==> src/pkg/rcf_pkg.sv <==
/*
  Package for the reset-cause flag block: register offset, bit positions,
  reset values, clock-source widths and the reset-kind encoding.
  Assumes a 32-bit AXI4-Lite register bus with word-aligned registers.
*/
`default_nettype none

package rcf_pkg;

  // ==========================================================================
  // register map
  localparam logic [3:0]  RCF_FLAGS_OFFSET  = 4'h0;  // reset_cause_flags
  localparam logic [3:0]  RCF_CLKSEL_OFFSET = 4'h4;  // clock source status
  localparam logic [15:0] RCF_FLAGS_MASK    = 16'hC0FF; // 13..8 read zero
  localparam logic [1:0]  RCF_RESP_OKAY     = 2'h0;
  localparam logic [1:0]  RCF_RESP_SLVERR   = 2'h2;

  // ==========================================================================
  // flag bit positions
  localparam int RCF_POR_BIT   = 0;
  localparam int RCF_BOR_BIT   = 1;
  localparam int RCF_IDLE_BIT  = 2;
  localparam int RCF_SLEEP_BIT = 3;
  localparam int RCF_WATCHDOG_TIMEOUT_FLAG_BIT  = 4;
  localparam int RCF_SWDT_BIT  = 5;
  localparam int RCF_SWR_BIT   = 6;
  localparam int RCF_EXTERNAL_PIN_RESET_FLAG_BIT  = 7;
  localparam int RCF_IOP_BIT   = 14;
  localparam int RCF_TRAP_BIT  = 15;

  // flag image right after power-on (POR and BOR flags set)
  localparam logic [15:0] RCF_FLAGS_RESET = 16'h0003;

  // write strobes cover the flag word one byte lane at a time
  localparam int          RCF_BYTE_W     = 8;
  localparam int          RCF_FLAG_BYTES = 2;

  // ==========================================================================
  // clock source fields are three bits wide
  localparam int          RCF_OSC_W   = 3;
  localparam logic [2:0]  RCF_OSC_INIT = 3'h0;

  // kind of device reset that just ended
  typedef enum logic [2:0] {
    RCF_RST_NONE,
    RCF_RST_POR,
    RCF_RST_BOR,
    RCF_RST_PIN,
    RCF_RST_WDT,
    RCF_RST_SW,
    RCF_RST_TRAP,
    RCF_RST_IOP
  } rcf_rst_kind_t;

endpackage

`default_nettype wire

==> src/rtl/rcf_reset_cause.sv <==
/*
  Reset-cause flag register, watchdog enable and clock-source choice at
  reset, reached over AXI4-Lite. Assumes all inputs synchronous to clk,
  reset events given as one-cycle pulses in resetKind, and the caller's
  power-on reset also driving reset_n.
  Flag bits 13..8 are unimplemented and always read zero.
  All flags, the clock source and the bus freeze while clkEn is low.
*/
// The AXI4-Lite register port and the register offsets were decided locally.
`timescale 1ns/1ps
`default_nettype none

// Behaviour
// - software may set or clear each flag
// - writing a one never starts a reset
// - watchdog runs if config bit unprogrammed
// - bit 4 set on timeout, cleared by power-save
// - bit 14 set on illegal op, POR/BOR clear
// - bit 1 set by BOR or POR
// - bit 0 set only by POR
// - no switching: clock from config bits
// - switching: clock chosen by reset kind
// - POR/BOR new field; others keep current field
// - flag value after reset depends on kind
module rcf_reset_cause
  import rcf_pkg::*;
(
  input  wire logic                 clk,
  input  wire logic                 reset_n,
  input  wire logic                 clkEn,
  // reset and event inputs
  input  wire rcf_rst_kind_t        resetKind,
  input  wire logic                 watchdogTimeout,
  input  wire logic                 enterSleep,
  input  wire logic                 enterIdle,
  input  wire logic                 nonvolatileWatchdogEnable,
  input  wire logic                 clockSwitchEnable,
  input  wire logic [RCF_OSC_W-1:0] newOscillatorConfigField,
  input  wire logic [RCF_OSC_W-1:0] currentOscillatorField,
  output logic                      watchdogRun,
  output logic [RCF_OSC_W-1:0]      systemClockSource,
  // axi4-lite slave
  input  wire logic [3:0]           s_axi_awaddr,
  input  wire logic                 s_axi_awvalid,
  output logic                      s_axi_awready,
  input  wire logic [31:0]          s_axi_wdata,
  input  wire logic [3:0]           s_axi_wstrb,
  input  wire logic                 s_axi_wvalid,
  output logic                      s_axi_wready,
  output logic [1:0]                s_axi_bresp,
  output logic                      s_axi_bvalid,
  input  wire logic                 s_axi_bready,
  input  wire logic [3:0]           s_axi_araddr,
  input  wire logic                 s_axi_arvalid,
  output logic                      s_axi_arready,
  output logic [31:0]               s_axi_rdata,
  output logic [1:0]                s_axi_rresp,
  output logic                      s_axi_rvalid,
  input  wire logic                 s_axi_rready
);

  // ==========================================================================
  // write channel state
  logic        awHeld_q, awHeld_d;
  logic [3:0]  awAddr_q, awAddr_d;
  logic        wHeld_q,  wHeld_d;
  logic [31:0] wData_q,  wData_d;
  logic [3:0]  wStrb_q,  wStrb_d;
  logic        bValid_q, bValid_d;
  logic [1:0]  bResp_q,  bResp_d;
  logic        wrFire;
  logic        wrFlags;

  // read channel state
  logic        rValid_q, rValid_d;
  logic [31:0] rData_q,  rData_d;
  logic [1:0]  rResp_q,  rResp_d;

  // block state
  logic [15:0]          flags_q, flags_d;
  // software write data merged lane by lane with the stored flags
  wire logic [15:0]     swFlags;
  logic [RCF_OSC_W-1:0] clkSrc_q, clkSrc_d;

  // ==========================================================================
  // bus handshakes: address and data may arrive in either order
  // a new write half is refused while the last response is pending
  assign s_axi_awready = !awHeld_q && !bValid_q;
  assign s_axi_wready  = !wHeld_q && !bValid_q;
  assign s_axi_arready = !rValid_q;
  assign s_axi_bvalid  = bValid_q;
  assign s_axi_bresp   = bResp_q;
  assign s_axi_rvalid  = rValid_q;
  assign s_axi_rdata   = rData_q;
  assign s_axi_rresp   = rResp_q;

  // commit only once both halves are in and no response waits
  assign wrFire  = awHeld_q && wHeld_q && !bValid_q;
  assign wrFlags = wrFire && (awAddr_q == RCF_FLAGS_OFFSET);

  // write path next state
  always_comb begin
    awHeld_d = awHeld_q;
    awAddr_d = awAddr_q;
    wHeld_d  = wHeld_q;
    wData_d  = wData_q;
    wStrb_d  = wStrb_q;
    bValid_d = bValid_q;
    bResp_d  = bResp_q;
    // accept each half on its own; the held flag of a half keeps
    // that channel refused until the write commits
    if (s_axi_awvalid && s_axi_awready) begin
      awHeld_d = 1'b1;
      awAddr_d = s_axi_awaddr;
    end
    if (s_axi_wvalid && s_axi_wready) begin
      wHeld_d = 1'b1;
      wData_d = s_axi_wdata;
      wStrb_d = s_axi_wstrb;
    end
    // both halves held: commit the write and raise the response
    if (wrFire) begin
      awHeld_d = 1'b0;
      wHeld_d  = 1'b0;
      bValid_d = 1'b1;
      // the clock status word is read-only; writing it is refused
      if (awAddr_q == RCF_FLAGS_OFFSET) begin
        bResp_d = RCF_RESP_OKAY;
      end else begin
        bResp_d = RCF_RESP_SLVERR;
      end
    end else if (bValid_q && s_axi_bready) begin
      bValid_d = 1'b0;
    end
  end

  // read path next state; the answer is registered, so rdata stands
  // unchanged until the master takes it with rready
  always_comb begin
    rValid_d = rValid_q;
    rData_d  = rData_q;
    rResp_d  = rResp_q;
    if (s_axi_arvalid && s_axi_arready) begin
      rValid_d = 1'b1;
      rData_d  = 32'h0000_0000;
      rResp_d  = RCF_RESP_OKAY;
      // address decode; anything unmapped answers with zero data
      if (s_axi_araddr == RCF_FLAGS_OFFSET) begin
        rData_d = {16'h0000, flags_q & RCF_FLAGS_MASK};
      end else if (s_axi_araddr == RCF_CLKSEL_OFFSET) begin
        rData_d = {29'h0000_0000, clkSrc_q};
      end else begin
        rResp_d = RCF_RESP_SLVERR;
      end
    end else if (rValid_q && s_axi_rready) begin
      rValid_d = 1'b0;
    end
  end

  // ==========================================================================
  // byte lanes of a software write: a lane whose strobe is low keeps the
  // stored flags, so a byte-wide write cannot disturb the other half
  for (genvar lane = 0; lane < RCF_FLAG_BYTES; lane++) begin : g_lane
    assign swFlags[lane*RCF_BYTE_W +: RCF_BYTE_W] =
      wStrb_q[lane] ? wData_q[lane*RCF_BYTE_W +: RCF_BYTE_W]
                    : flags_q[lane*RCF_BYTE_W +: RCF_BYTE_W];
  end

  // ==========================================================================
  // flag register: software write first, hardware events override so
  // that an event landing with a clearing write is never lost
  always_comb begin
    flags_d = flags_q;
    // a write only stores the value; nothing here requests a reset
    if (wrFlags) begin
      flags_d = swFlags;
    end
    // reset kinds shape the post-reset image
    case (resetKind)
      // power-on by event loads the same image as reset_n
      RCF_RST_POR: begin
        flags_d = RCF_FLAGS_RESET;
      end
      RCF_RST_BOR: begin
        // brown-out keeps pin, SWDT and POR flags, sets BOR, clears the rest
        flags_d                = 16'h0000;
        flags_d[RCF_EXTERNAL_PIN_RESET_FLAG_BIT]  = flags_q[RCF_EXTERNAL_PIN_RESET_FLAG_BIT];
        flags_d[RCF_SWDT_BIT]  = flags_q[RCF_SWDT_BIT];
        flags_d[RCF_POR_BIT]   = flags_q[RCF_POR_BIT];
        flags_d[RCF_BOR_BIT]   = 1'b1;
      end
      // any other kind raises only its own flag
      RCF_RST_PIN:  flags_d[RCF_EXTERNAL_PIN_RESET_FLAG_BIT] = 1'b1;
      RCF_RST_WDT:  flags_d[RCF_WATCHDOG_TIMEOUT_FLAG_BIT] = 1'b1;
      RCF_RST_SW:   flags_d[RCF_SWR_BIT]  = 1'b1;
      RCF_RST_TRAP: flags_d[RCF_TRAP_BIT] = 1'b1;
      RCF_RST_IOP:  flags_d[RCF_IOP_BIT]  = 1'b1;
      default: begin
      end
    endcase
    // power-save instruction clears timeout, then marks its mode
    if (enterSleep || enterIdle) begin
      flags_d[RCF_WATCHDOG_TIMEOUT_FLAG_BIT] = 1'b0;
    end
    if (enterSleep) begin
      flags_d[RCF_SLEEP_BIT] = 1'b1;
    end
    if (enterIdle) begin
      flags_d[RCF_IDLE_BIT] = 1'b1;
    end
    // a live timeout pulse wins over any clear in the same cycle
    if (watchdogTimeout) begin
      flags_d[RCF_WATCHDOG_TIMEOUT_FLAG_BIT] = 1'b1;
    end
    // unimplemented bits never hold a one, whatever was written
    flags_d = flags_d & RCF_FLAGS_MASK;
  end

  // ==========================================================================
  // clock source chosen when a reset ends; trap and illegal-operation
  // kinds are not among the switching cases and keep the running source
  // like a pin reset. a reset event that arrives with clkEn low is lost
  always_comb begin
    clkSrc_d = clkSrc_q;
    if (resetKind != RCF_RST_NONE) begin
      if (!clockSwitchEnable) begin
        clkSrc_d = newOscillatorConfigField;
      end else if (resetKind == RCF_RST_POR
                   || resetKind == RCF_RST_BOR) begin
        clkSrc_d = newOscillatorConfigField;
      end else begin
        clkSrc_d = currentOscillatorField;
      end
    end
  end

  assign systemClockSource = clkSrc_q;

  // unprogrammed config bit forces the watchdog on; the config input is
  // a level and may move at any time, the software bit is flag bit 5 and
  // survives a brown-out
  assign watchdogRun = nonvolatileWatchdogEnable
                       || flags_q[RCF_SWDT_BIT];

  // ==========================================================================
  // registers, one process per group; clkEn low freezes every group,
  // handshakes included, but ready is not gated by it, so a request accepted while it is low is lost

  // write channel registers
  always_ff @(posedge clk or negedge reset_n) begin
    if (!reset_n) begin
      awHeld_q <= 1'b0;
      awAddr_q <= 4'h0;
      wHeld_q  <= 1'b0;
      wData_q  <= 32'h0000_0000;
      wStrb_q  <= 4'h0;
      bValid_q <= 1'b0;
      bResp_q  <= RCF_RESP_OKAY;
    end else if (clkEn) begin
      awHeld_q <= awHeld_d;
      awAddr_q <= awAddr_d;
      wHeld_q  <= wHeld_d;
      wData_q  <= wData_d;
      wStrb_q  <= wStrb_d;
      bValid_q <= bValid_d;
      bResp_q  <= bResp_d;
    end
  end

  // read channel registers
  always_ff @(posedge clk or negedge reset_n) begin
    if (!reset_n) begin
      rValid_q <= 1'b0;
      rData_q  <= 32'h0000_0000;
      rResp_q  <= RCF_RESP_OKAY;
    end else if (clkEn) begin
      rValid_q <= rValid_d;
      rData_q  <= rData_d;
      rResp_q  <= rResp_d;
    end
  end

  // flag register; reset_n is the power-on event of this block
  always_ff @(posedge clk or negedge reset_n) begin
    if (!reset_n) begin
      flags_q <= RCF_FLAGS_RESET;
    end else if (clkEn) begin
      flags_q <= flags_d;
    end
  end

  // clock source register; power-on starts from the initial source
  always_ff @(posedge clk or negedge reset_n) begin
    if (!reset_n) begin
      clkSrc_q <= RCF_OSC_INIT;
    end else if (clkEn) begin
      clkSrc_q <= clkSrc_d;
    end
  end

endmodule

`default_nettype wire

==> config.mk <==
export PLATFORM = sky130hd
export DESIGN_NAME = rcf_reset_cause
export DESIGN_NICKNAME = d
export VERILOG_FILES = /design/src/pkg/rcf_pkg.sv /design/src/rtl/rcf_reset_cause.sv
export SDC_FILE = /design/constraint.sdc
export NUM_CORES = 1
export LEC_CHECK = 0
export BUFFER_PORTS_ARGS = -buffer_cell sky130_fd_sc_hd__buf_2
export CAP_MARGIN = 20
export CORE_UTILIZATION = 46
export CTS_BUF_LIST = sky130_fd_sc_hd__clkbuf_16
export CTS_CLUSTER_DIAMETER = 120
export DETAILED_ROUTE_END_ITERATION = 8
export HOLD_SLACK_MARGIN = 0.05
export PLACE_DENSITY = 0.8
export SLEW_MARGIN = 15
export SYNTH_ARGS = -nofsm -noshare
export SYNTH_HDL_FRONTEND = slang
export SYNTH_SLANG_ARGS = --single-unit
==> constraint.sdc <==
create_clock -name clk -period 2.2 [get_ports clk]
set_input_delay 0 -clock clk [delete_from_list [all_inputs] [get_ports clk]]
set_output_delay 0 -clock clk [all_outputs]
set_load 0.01 [all_outputs]
==> results.md <==
* Outcome: complete, no violations
* Worst min-delay path class: in2reg
* Number of synthesized register bits at 45
* Final Max Tran Viols at 0
* Die width at 71.49 um
* Post-cts hold buffer count at 29
* Commonest cells in the netlist: 43 x dfrtp_1, 26 x buf_4, 16 x mux2_2, 16 x nand2_1, 11 x o21ai_0
* Post-layout util at 64.64%
* Drc violations at 0
* Most frequent cell after synthesis: dfrtp_1
* Share of post-route cells with drive strength above 1 at 32.77%
* DRT Pass-1 Iters at 4
* Leak Pwr at 1.465 nW
* R2R Path End: flags_q[4]$_DFFE_PN0P_
* Critical path class: reg2reg
* Syn avg cell area at 11.05 um2
* Synth area leader: dfrtp_1
* Power Total at approximately 2.6 mW
* Post-synthesis instance area at 0.002221 mm2
* Reg-to-reg setup timing slack at a little under 0.5 ns
* Setup bufs post-CTS at 0
* Final Hold Violating Endpoints at 0
* Hold Crit Depth at 2
* GP Congestion at 0.8759
* Hold Crit Start: resetKind[1]
* Wirelength per Cell at 13.67 um
* Reg clk slew, reported paths at approximately 0.060 ns
* Starting density of the core at 49.31%
* Fillers at 378
* RSZ-0062 raised after global routing: false
* Reg2reg path depth at 4
* Row Count at 24
* Core area at 0.004504 mm2
* CP max stage cell: nor4_1
* Period minus WS final at 1.714 ns
* Deepest clock path buffer count at 2
* Worst EP required at 2.37 ns
* Maximum vdd drop at just over 600 uV
* H-Tree Depth at 2
* Largest net degree at the start of global routing at 46
* Cells after Synth at 201
* Pwr Density at 907.9 mW/mm2
* CP arrival at about 1.9 ns
* Period utilization at approximately 78%
* Crit-path cells: nor4_1 -> a22oi_1 -> a21o_1 -> mux2_2
* CTS tree: yes
* Max Fanout on Critical Path at 3
* Number of global-route vias before repair at 1745
* Number of I/O port buffers at 62
* Startpoint Class: register
* Worst r2r src: awAddr_q[1]$_DFFE_PN0P_
* Async S/R FF share, synth at 100.0%
* Area Growth Syn to Fin at 31.10%
* Gr usage total at between 20% and 30%
* Yosys Warn Count at 0
* Top_reg_cell synth: dfrtp_1
* CTS Buf Count at 5
* Post-synth EDFFs at 0
* Post-CTS Resized at 0
* Measured slew at the worst slew-check pin at 0.9743 ns
* Hold Slack at between 0.07 and 0.08 ns
* Cell Count Post-Placement at between 300 and 400
* Post-synth top area share at 48.45%
* Final setup viols at 0
* Detail Route Antenna Nets at 0
* Relative slew slack at 35.05%
* WHS Endpoint: flags_q[6]$_DFFE_PN0P_
* Delay-heaviest family, CP: simple AND/OR/NAND/NOR gates
* Final Instance Count excl. Fillers at 348
* Synth top area cells: dfrtp_1 48%, buf_4 8.8%, mux2_2 8.1%
* Seq/Total Area, Yosys at 50.82%
* Post-synthesis cell type count at between 40 and 50
* GRT overflow at 0
* Clock sinks at 45
* Die Span Y at 71.49 um
* Worst Clk Skew at 0.004359 ns
* Critical path buffers and inverters at 0
* Die area at 0.005110 mm2
* Post-DP HPWL at 3.224 mm
* Vias per cell at 4.968
* Root buffer cell: clkbuf_16
* Max cap viols at 0
* Max Freq at about 0.58 GHz
* Critical path capture point type: register
* Antenna violations before repair at 0
* I/O Pins at 111
* Routed WL at 4.757 mm
* Fin nets at 361
* Worst skew pair latency at ~0.28 ns
* Setup TNS at 0 ns
* DRT iter0 DRCs at 77
* First-pass GRT wire length at 7.872 mm
* Largest stage delay on the critical path at about 0.53 ns
* Via count at 1729
* Antenna cells at 0
flip-flops by register name, summed over array words and instances (netlist names):
name               flops
flags_q               10
s_axi_rdata           10
wData_q               10
awAddr_q               4
systemClockSource      3
wStrb_q                2
awHeld_q               1
s_axi_bresp            1
s_axi_bvalid           1
s_axi_rresp            1
s_axi_rvalid           1
wHeld_q                1
how the worst max path moves through the flow:
stage                                   startpoint                 endpoint  depth (start not counted)
after floorplan           s_axi_bvalid$_DFFE_PN0P_   wData_q[0]$_DFFE_PN0P_                          4
after detailed placement   awAddr_q[1]$_DFFE_PN0P_  flags_q[14]$_DFFE_PN0P_                          4
after CTS                  awAddr_q[1]$_DFFE_PN0P_  flags_q[14]$_DFFE_PN0P_                          4
after global placement     awAddr_q[1]$_DFFE_PN0P_   flags_q[4]$_DFFE_PN0P_                          4
after global routing       awAddr_q[1]$_DFFE_PN0P_  flags_q[14]$_DFFE_PN0P_                          4
final                      awAddr_q[1]$_DFFE_PN0P_   flags_q[4]$_DFFE_PN0P_                          4
kinds of logic after synthesis:
family / share of synthesized area [%]
xor gates and xnor gates: 0.7889
buffers and inverters: 11.21
DFF: 50.82
other: 0.1689
AOI/OAI and AO/OA: 14.03
muxes: 10.82
and+or+nand+nor: 12.17
cell usage in the layout, fill, tap and decap left out, drive strengths merged, types with 2 or more instances in the layout:
master	n
mux2	16
buf	64
clkinv	2
dfstp	2
nand2	16
a22o	8
nor4	3
a221o	2
a22oi	2
or4	2
dlygate4sd3	29
a21oi	4
dfrtp	43
a21o	4
mux2i	6
nand2b	2
conb	24
and3	2
a31oi	3
inv	10
o2bb2ai	2
nor2	11
nor3	3
o21ai	12
nand3b	2
clkbuf	5
nor3b	3
power by group:
part,internal [mW],leakage (nW),switching (mW)
Clock,0.412,0.0748,0.288
Sequential,1.09,0.548,0.189
Combinational,0.359,0.842,0.309
Total,1.86,1.47,0.786
stage by stage:
step | area [um2] | worst slack (ns)
2_1_floorplan | 2307 | 0.5293
3_3_place_gp | 2482 | 0.5205
3_5_place_dp | 2482 | 0.5030
4_1_cts | 2912 | 0.4857
5_1_grt | 2912 | 0.3774
6_report | 2912 | 0.4858
final cells by class:
type / instances / area [um2] / area share [%]
Timing Repair Buffer: 93 / 615.6 / 21.14
Inverter: 9 / 33.78 / 1.160
Sequential cell: 45 / 1129 / 38.76
Tap cell: 52 / 65.06 / 2.235
Clock buffer: 5 / 125.1 / 4.297
Clock inverter: 3 / 13.76 / 0.4727
Multi-Input combinational cell: 141 / 929.6 / 31.93
per-layer routing:
metal / up-vias / track usage [%] / share of wire [%]
met1: 806 / 24.54 / 44
met2: 63 / 34.29 / 50
met5: - / 0 / 0
li1: 854 / - / -
met3: 6 / 5.626 / 5.0
met4: 0 / 8.061 / 1.6
Note: power is estimated with default switching activity, not from simulation.
